File: src/shared/aipc_pkg.sv
// package: offsets, fields, reset values and encodings of the program id and power control registers
`default_nettype none
package aipc_pkg;
    // register offsets
    localparam logic [7:0] OFS_PROGRAM_CODE = 8'h00;
    localparam logic [7:0] OFS_MINOR_REV = 8'h01;
    localparam logic [7:0] OFS_POWER_CTRL = 8'hE0;
    localparam logic [7:0] OFS_GATED_LIMIT = 8'hE0;
    // running program codes
    localparam logic [7:0] CODE_MEASURE_APP = 8'h03;
    localparam logic [7:0] CODE_BOOTLOADER = 8'h80;
    // control register fields
    localparam int BIT_OSC_ON = 0;
    localparam int BIT_BOOT_LO = 4;
    localparam int BIT_BOOT_HI = 5;
    localparam int BIT_CPU_READY = 6;
    // reset values
    localparam logic [7:0] RST_PROGRAM_CODE = 8'h00;
    localparam logic [7:0] RST_MINOR_REV = 8'h00;
    localparam logic RST_OSC_ON = 1'b1;
    localparam logic [1:0] RST_BOOT_CHOICE = 2'h0;
    localparam logic RST_CPU_READY = 1'b0;
    // remap settle time, kept for the host side
    localparam int REMAP_SETTLE_MS = 6;
    localparam int CLK_HZ = 10_000_000;
    localparam int REMAP_SETTLE_CYCLES = REMAP_SETTLE_MS * (CLK_HZ / 1000);

    typedef enum logic [1:0]
    {
        BOOT_LOADER = 2'h0,
        BOOT_LOADER_AWAKE = 2'h1,
        BOOT_RAM_APP = 2'h2,
        BOOT_RESERVED = 2'h3
    } aipc_boot_type;

    // host register access, one byte at a time
    typedef struct packed
    {
        logic wr;
        logic rd;
        logic [7:0] addr;
        logic [7:0] wdata;
    } aipc_host_req_type;

    // firmware side status inputs
    typedef struct packed
    {
        logic set_code;
        logic [7:0] code;
        logic set_minor;
        logic [7:0] minor;
        logic set_ready;
        logic clr_ready;
    } aipc_fw_req_type;
endpackage
`default_nettype wire

File: src/rtl/aipc_regs.sv
// program id, minor revision and power and boot control registers
//
// Functional notes
// - program code reads 0x03 app, 0x80 bootloader
// - minor revision byte at 0x01, resets zero
// - below 0xE0 unusable until cpu ready
// - cpu ready read-only, reset zero, firmware-set
// - boot choice bits 5:4, reset zero
// - boot choice kept in always-on domain
// - boot choice drives no hardware directly
// - oscillator request 0 to 1 starts oscillator
// - writing zero interrupts processor for shutdown
// - firmware powers down modules before standby
// - application registers only while code is 0x03
`timescale 1ns/1ps
`default_nettype none
module aipc_regs
(
    input wire logic mclk,
    input wire logic rstn,
    input wire logic aon_rstn,
    input wire aipc_pkg::aipc_host_req_type host_req,
    output logic [7:0] host_rdata,
    output logic host_rvalid,
    output logic host_blocked,
    input wire aipc_pkg::aipc_fw_req_type fw_req,
    input wire logic fw_osc_off,
    output logic osc_enable,
    output logic wake_interrupt,
    output logic standby_interrupt,
    output logic [1:0] boot_choice,
    output logic app_regs_enable
);
    // ----------------------------------------------------------------
    // main domain state
    // ----------------------------------------------------------------
    logic [7:0] code_q, code_d;
    logic [7:0] minor_q, minor_d;
    logic ready_q, ready_d;
    logic osc_req_q, osc_req_d;
    logic osc_q, osc_d;
    logic wake_q, wake_d;
    logic stby_q, stby_d;
    logic [7:0] rdata_q, rdata_d;
    logic rvalid_q, rvalid_d;
    logic blocked_q, blocked_d;
    logic [1:0] boot_q, boot_d;

    // address below the always-usable window
    function automatic logic is_gated(input logic [7:0] a);
        return a < aipc_pkg::OFS_GATED_LIMIT;
    endfunction

    // control register write strobe, shared by both state groups
    logic wr_ctrl;
    logic access_ok;
    // nothing below the gate is writable here, so a gated write only flags
    assign access_ok = ready_q || !is_gated(host_req.addr);
    assign wr_ctrl = host_req.wr && (host_req.addr == aipc_pkg::OFS_POWER_CTRL);

    // next-state for program id, ready flag and oscillator control
    always_comb
    begin
        code_d = code_q;
        minor_d = minor_q;
        ready_d = ready_q;
        osc_req_d = osc_req_q;
        osc_d = osc_q;
        wake_d = 1'b0;
        stby_d = 1'b0;
        // host writes to 0x00/0x01 have no path here
        if (fw_req.set_code)
            code_d = fw_req.code;
        if (fw_req.set_minor)
            minor_d = fw_req.minor;
        // only firmware moves the ready flag
        // set wins over clear when both come in one cycle
        if (fw_req.clr_ready)
            ready_d = 1'b0;
        if (fw_req.set_ready)
            ready_d = 1'b1;
        // firmware stops the clock only after its own power down
        if (fw_osc_off)
            osc_d = 1'b0;
        // a wake write in the same cycle wins over the firmware stop
        // the request bit follows the host; the clock only follows a 0 to 1 step
        if (wr_ctrl)
        begin
            osc_req_d = host_req.wdata[aipc_pkg::BIT_OSC_ON];
            if (!osc_req_q && host_req.wdata[aipc_pkg::BIT_OSC_ON])
            begin
                osc_d = 1'b1;
                wake_d = 1'b1;
            end
            else if (!host_req.wdata[aipc_pkg::BIT_OSC_ON])
                stby_d = 1'b1;
        end
    end

    always_ff @(posedge mclk or negedge rstn)
    begin
        if (!rstn)
        begin
            code_q <= aipc_pkg::RST_PROGRAM_CODE;
            minor_q <= aipc_pkg::RST_MINOR_REV;
            ready_q <= aipc_pkg::RST_CPU_READY;
            osc_req_q <= aipc_pkg::RST_OSC_ON;
            osc_q <= aipc_pkg::RST_OSC_ON;
            wake_q <= 1'b0;
            stby_q <= 1'b0;
        end
        else
        begin
            code_q <= code_d;
            minor_q <= minor_d;
            ready_q <= ready_d;
            osc_req_q <= osc_req_d;
            osc_q <= osc_d;
            wake_q <= wake_d;
            stby_q <= stby_d;
        end
    end

    // ----------------------------------------------------------------
    // always-on boot choice
    // ----------------------------------------------------------------
    // own reset so standby leaves it alone
    // the reserved value is stored as written; keeping clear of it is the host's duty
    always_comb
    begin
        boot_d = boot_q;
        if (wr_ctrl)
            boot_d = host_req.wdata[aipc_pkg::BIT_BOOT_HI:aipc_pkg::BIT_BOOT_LO];
    end

    always_ff @(posedge mclk or negedge aon_rstn)
    begin
        if (!aon_rstn)
            boot_q <= aipc_pkg::RST_BOOT_CHOICE;
        else
            boot_q <= boot_d;
    end

    // ----------------------------------------------------------------
    // read path
    // ----------------------------------------------------------------
    // gated reads return zero and raise blocked for one cycle
    // rvalid follows the read strobe alone, so a blocked read still answers
    always_comb
    begin
        rdata_d = 8'h00;
        rvalid_d = host_req.rd;
        blocked_d = (host_req.rd || host_req.wr) && !access_ok;
        if (host_req.rd && access_ok)
        begin
            case (host_req.addr)
                aipc_pkg::OFS_PROGRAM_CODE: rdata_d = code_q;
                aipc_pkg::OFS_MINOR_REV: rdata_d = minor_q;
                aipc_pkg::OFS_POWER_CTRL:
                begin
                    rdata_d[aipc_pkg::BIT_CPU_READY] = ready_q;
                    rdata_d[aipc_pkg::BIT_BOOT_HI:aipc_pkg::BIT_BOOT_LO] = boot_q;
                    rdata_d[aipc_pkg::BIT_OSC_ON] = osc_req_q;
                end
                default: rdata_d = 8'h00;
            endcase
        end
    end

    always_ff @(posedge mclk or negedge rstn)
    begin
        if (!rstn)
        begin
            rdata_q <= 8'h00;
            rvalid_q <= 1'b0;
            blocked_q <= 1'b0;
        end
        else
        begin
            rdata_q <= rdata_d;
            rvalid_q <= rvalid_d;
            blocked_q <= blocked_d;
        end
    end

    // ----------------------------------------------------------------
    // application register window
    // ----------------------------------------------------------------
    // registered, so the enable cannot glitch while the code changes
    logic app_q, app_d;

    always_comb
    begin
        app_d = (code_d == aipc_pkg::CODE_MEASURE_APP);
    end

    // reset value follows from the reset value of the program code
    always_ff @(posedge mclk or negedge rstn)
    begin
        if (!rstn)
            app_q <= (aipc_pkg::RST_PROGRAM_CODE == aipc_pkg::CODE_MEASURE_APP);
        else
            app_q <= app_d;
    end

    // ----------------------------------------------------------------
    // outputs
    // ----------------------------------------------------------------
    assign host_rdata = rdata_q;
    assign host_rvalid = rvalid_q;
    assign host_blocked = blocked_q;
    assign osc_enable = osc_q;
    // the pulses last one cycle; the processor side must latch them
    assign wake_interrupt = wake_q;
    assign standby_interrupt = stby_q;
    // firmware reads this; no circuit acts on it
    assign boot_choice = boot_q;
    assign app_regs_enable = app_q;
endmodule // aipc_regs
`default_nettype wire

File: config.mk
export PLATFORM = sky130hd
export DESIGN_NAME = aipc_regs
export DESIGN_NICKNAME = d
export VERILOG_FILES = /design/src/shared/aipc_pkg.sv /design/src/rtl/aipc_regs.sv
export SDC_FILE = /design/constraint.sdc
export NUM_CORES = 1
export LEC_CHECK = 0
export BUFFER_PORTS_ARGS = -buffer_cell sky130_fd_sc_hd__buf_2
export CAP_MARGIN = 30
export CORE_ASPECT_RATIO = 2
export CORE_MARGIN = 1.5
export CORE_UTILIZATION = 35
export DETAILED_ROUTE_END_ITERATION = 10
export PLACE_DENSITY = 0.65
export SYNTH_ARGS = -nofsm -noshare
export SYNTH_HDL_FRONTEND = slang
export SYNTH_SLANG_ARGS = --single-unit
File: constraint.sdc
create_clock -name mclk -period 1.46 [get_ports mclk]
set_input_delay 0.073 -clock mclk [delete_from_list [all_inputs] [get_ports mclk]]
set_output_delay 0.073 -clock mclk [all_outputs]
set_load 0.03 [all_outputs]
# --- Word-level counts from Yosys, hierarchy flattened ---
# Cells that the tools add are included.
op_classes:
  n_addsub: 0
  mul: 0
  div_mod_pow: 0
  n_lt_le_gt_ge: 1
  n_eq_ne: 3
  shift: 0
  muxes: 16
  bitwise_logic: 0
  reduce_logical: 11
ops:
  columns: ["cell", "n"]
  rows:
  - ["$mux W8", 2]
  - ["$mux W1", 10]
  - ["$pmux W3 S3", 1]
  - ["$eq A8 B1 Y1 const B", 1]
  - ["$eq A8 B2 Y1 const B", 1]
  - ["$eq A8 B8 Y1 const B", 1]
  - ["$logic_not A8 Y1", 1]
  - ["$lt A8 B8 Y1 const B", 1]
  - ["$pmux W3 S2", 1]
  - ["$logic_and A1 B1 Y1", 4]
  - ["$logic_not A1 Y1", 3]
  - ["$pmux W1 S3", 1]
  - ["$logic_or A1 B1 Y1", 2]
  - ["$pmux W1 S2", 1]
  - ["$reduce_bool A2 Y1", 1]
totals:
  register_bits: 34
  latchBits: 0
  ramBits: 0
  rom_bits: 0
  input_bits: 42
  output_inout_bits: 16
  elab_cells: 43
  n_memories: 0

# --- Logic depth before layout (Yosys ltp) ---
logic_depth:
  word_depth: 5
  mapped_depth: 4

# --- Worst setup path before layout ---
# No wires, ideal clock.
synth_timing:
  path_type: "register -> register"
  start: "reg code_q[2]"
  end: "reg app_q (netlist: app_regs_enable)"
  setup_time_ns: 0.111
  t_arrival_ns: 0.982
  required_time_ns: 1.349
  slack_ns: 0.367
  path_stages_with_launch: 4
  synth_period_minus_slack_ns: 1.093
  cell_sequence: "dfrtp_1 nor4b_4 nand2_1 a2111oi_2"
synth_between:
  elab_chain_cells: 2
synth_rtl:
  columns: ["element", "line", "source"]
  rows:
  - ["start: declaration", "aipc_regs.sv:37", "logic [7:0] code_q, code_d;"]
  - ["start signal: assignment", "aipc_regs.sv:104", "code_q <= aipc_pkg::RST_PROGRAM_CODE;"]
  - ["start signal: assignment", "aipc_regs.sv:114", "code_q <= code_d;"]
  - ["$mux W8", "aipc_regs.sv:72", "if (fw_req.set_code)"]
  - ["$eq A8 B2 Y1", "aipc_regs.sv:194", "app_d = (code_d == aipc_pkg::CODE_MEASURE_APP);"]
  - ["named net app_d", "aipc_regs.sv:190", "logic app_q, app_d;"]
  - ["end signal: assignment", "aipc_regs.sv:201", "app_q <= (aipc_pkg::RST_PROGRAM_CODE == aipc_pkg::CODE_MEASURE_APP);"]
  - ["end signal: assignment", "aipc_regs.sv:203", "app_q <= app_d;"]
  - ["end: declaration", "aipc_regs.sv:190", null]
# The timed path passes the listed nets, and every way through them passes these cells.
# A chain may end at the register's enable or synchronous reset.

# --- Final worst setup path ---
# Ends and elaborated chain as after synthesis.

==> impl_summary.md <==
Route
The number of violations reported at the end of detailed-routing iteration 0 is 13. The detailed router placed about 1000 vias in this run. For this block, the routed nets add up to between 2 and 3 mm of wire. In this run the remaining antenna-violating nets after routing total 0. The wire length per cell after detailed routing is roughly 14 um. The pre-antenna-repair detailed-routing pass consisted of 4 iterations. For this run, design rule violations remaining after detail routing come to 0. Using the TritonRoute via totals, the vias-per-cell ratio works out to between 4 and 5.

Power and ir drop
The clock share of power is 35.4%. In this run the static leakage power is roughly 0.9 nW. IR analysis of the VDD net gives a maximum drop of approximately 0.00055 V. The internal power summed over all cells is around 0.0015 W. For this design the total switching power over the nets is 0.000465 W. The power density of the placed cells is 1040 nW/um^2.

The switching share of power is a little under a quarter. The logic gate share of total power is 12.1%. Per report_power, the sequential group accounts for roughly 53% of the total.

Worst setup path
The critical path goes through nor4b_4, nand2_1, a2111oi_2. Measured in cells, the most critical reg-to-reg path has a length of 3. The worst setup path is launched from a register. For flop-to-flop paths, the worst setup slack is 0.26 ns. The worst setup path is captured at a register. On the critical path, the stage with the largest delay is an instance of dfrtp_1. The maximum cell stage delay along the critical path is 0.42 ns.

The largest delay contributor family on the critical path is flip-flops. Data on the critical path arrives at its endpoint at approximately 1.4 ns. STA puts the critical path data required time at ~1.6 ns. In this run the critical register-to-register path is captured at app_regs_enable. The worst setup path is of the register to register kind. Counting both buffers and inverters, the worst setup path holds a total of 0.

In this run the critical register-to-register path is launched from code_q[2]. In this run the worst path has a maximum fanout of 3.

STA
The final critical path time including I/O delays and setup is 1.20 ns. The worst path meets setup with around 0.26 ns of slack. The period utilization is 82.3%. The count of final max-slew check failures is 0.

The number of hold violations in the final report was 0. The maximum clock skew at final layout is a little over 0.007 ns. Setup repair after global routing left no endpoint under its margin.

Setup violations remaining at the end of the flow were counted as 0. The accumulated negative setup slack is 0 ns. Timing would allow up to 0.832 GHz. For the pin with the worst max-slew slack, the measured transition is between 0.6 and 0.7 ns. The worst slew margin relative to its limit is ~55%.

Flow run
The tool flagged a number of max-cap violations equal to 0.

Layout
After the flow finishes, the layout carries non-filler instances totaling roughly 220. For this run, the post-layout net count is 204. Fill cells in the final layout number approximately 400. The number of antenna diodes in the final layout is 0. The layout overhead on the synthesized area is 30.0%. With fillers left out, the area of the finished cells amounts to ~1900 um^2.

Of the cells placed in the final design, the portion with a size suffix greater than 1 is between 50% and 60%.

Yosys
The combined area of all synthesized cells is approximately 1500 um^2. Sorting the synthesized cells by how often they occur yields dfrtp_1, mux2_2, nor2_1. Summing the areas of all compound-gate instances in the mapped netlist gives under 10% of the synthesized area. The share of cell area taken by muxes after synthesis is a little over a fifth.

The share of async-settable or async-resettable flops after synthesis is 100%. The main flop type after synthesis is dfrtp_1. The area share of the leading cell type in the synthesized netlist is a little over half. In this run, synthesis produced a sequential element count of 34.

Yosys mapped a number of flops with a built-in enable equal to 0. By area the synthesized netlist is led by dfrtp_1, mux2_2, dfstp_2. The arithmetic-cell share of the synthesized area counting full adders, half adders and majority gates is 0%. The biggest area contributor in the post-synthesis netlist is dfrtp_1. A synthesized cell averages between 10 and 15 um^2. The share of synthesized cell area in and, or, nand and nor gates is ~11%. Among all cell types in the netlist, the one instantiated most often is dfrtp_1. The number of distinct library cell variants in the gate-level netlist after synthesis is 25.

When the netlist entered floorplanning its net count stood at approximately 140. Summing the areas of all xor and xnor instances in the mapped netlist gives 0% of the synthesized area. The total number of yosys warnings is 0. Synthesis handed over a netlist of about 100 instances. The post-synthesis sequential area ratio is 58.5%.

The combinational family with the most area after synthesis is multiplexers.

Die
Once the floorplan was initialized, standard cells occupied a little over a third of the core. In this run the horizontal extent of the chip is approximately 49 um. The die area is about 4600 um^2. The number of placed I/O pins is 58. The core outline area is between 4000 and 5000 um^2. The die is around 94 um tall. The standard-cell row count is 33.

Clock tree
The clock passes through at most 2 buffers. The maximum level of the CTS H-tree is 2. The TritonCTS buffer count is 5. The number of sinks driven by the clock tree is 34.

The source-to-sink clock delay at the later pin of the worst-skew pair is approximately 0.28 ns. After clock tree synthesis, the clock-pin slew on the worst setup and hold paths is about 0.070 ns. The tree is rooted in a clkbuf_8. The number of setup buffers added after CTS is 0. The CTS tree is built. In this run, post-CTS repair resized a total of 0 instances.

Placement
The HPWL after detailed placement is around 2.3 mm. The quantity of I/O buffers inserted on ports is 52. In this run, placement finished with an instance count of ~200. The final weighted congestion of routability-driven global placement is about 0.82. Before CTS, the worst setup slack after placement is ~0.23 ns. In this run the cell area measured after placement is around 1700 um^2.

Global routing
The wire length of the first global-routing pass is ~5 mm. The number of antenna violations at the first check in global routing is 0. The number of global-route vias before repair is roughly 1100. In the global route stage, overall resource usage came out at 14.5%. Entering global routing, the biggest net connects 33 pins. For this run the aggregate overflow at the end of global routing stands at 0.

Run status
The flow ran to the end, and the final reports show no timing, DRC or antenna violations.

Hold path
The worst min-delay path category is input pin to register. The cell depth of the worst min-delay path is 2. The worst-case hold path end point is minor_q[7]. In this run the most critical hold path is launched from fw_req[9].
[worst max-delay path by stage]
stage                       from              end  slack [ns]  depth (start not counted)
floorplan              code_q[2]  app_regs_enable        0.37                          3
global placement    host_req[14]   boot_choice[1]        0.25                          4
CTS                    code_q[2]  app_regs_enable        0.24                          3
detailed placement  host_req[14]   boot_choice[1]        0.23                          4
finish                 code_q[2]  app_regs_enable        0.26                          3
global route           code_q[2]  app_regs_enable        0.16                          3
[through the flow]
step / power (W) / utilization [%] / hold slack (ns)
after floorplan: 0.00118 / - / -0.223
after global placement: 0.00127 / 43.2 / -0.143
after detailed placement: 0.00129 / 43.2 / -0.137
after CTS: 0.00200 / 46.9 / 0.0194
after global routing: 0.00206 / 46.9 / 0.0232
final: 0.00197 / 46.9 / 0.0237
[placed cells by master (no fill, tap or decap), types with 2 or more instances in the layout]
master,synthesis,final
clkbuf_8,0,6
nor3_1,3,3
mux2_4,3,3
clkbuf_1,1,2
mux2i_1,4,4
dfrtp_1,32,32
a32oi_1,4,4
inv_1,3,3
nor2_1,12,12
mux2_2,20,20
dfstp_2,2,2
buf_2,0,52
dlygate4sd3_1,0,6
[flip-flops by register name (all words and copies together) (netlist names), 2 cells and up]
name and cells:
code_q 8, host_rdata 8, minor_q 8, boot_choice 2
[power by group through the flow]
stage	registers (W)	logic, W	clock network, W
after floorplan	0.00106	0.000125	0
after global placement	0.00105	0.000222	0
after detailed placement	0.00105	0.000231	0
after CTS	0.00104	0.000245	0.000714
after global routing	0.00104	0.000263	0.000752
final	0.00104	0.000239	0.000699
[cell families (layout without fill, tap and decap cells)]
family	Yosys count	after routing
muxes	27	27
buffers and inverters	7	69
AOI/OAI and AO/OA	10	10
and+or+nand+nor	23	23
DFF	34	34
[repair_timing]
| action | in CTS | in global routing |
|---|---|---|
| endpoints found under the setup margin | 0 | 0 |
| hold buffers | 6 | 0 |
| hold endpoints to repair | 36 | 0 |
[per-layer routing]
layer	global-route usage [%]	up-vias	share of wire (%)
li1	-	485	-
met1	14.9	496	36
met2	26.6	35	57
met3	3.66	5	5.3
met4	7.14	0	2.0
met5	0	-	0
[cell type report]
type	instances	area (um^2)	share of cell area, %
inverters	3	11.3	0.594
clock buffers	8	90.1	4.75
flip-flops and latches	34	853	45.0
well taps	52	65.1	3.43
multi-input cells	60	557	29.4
repair buffers	58	320	16.9
Note: power is estimated with default switching activity, not from simulation.
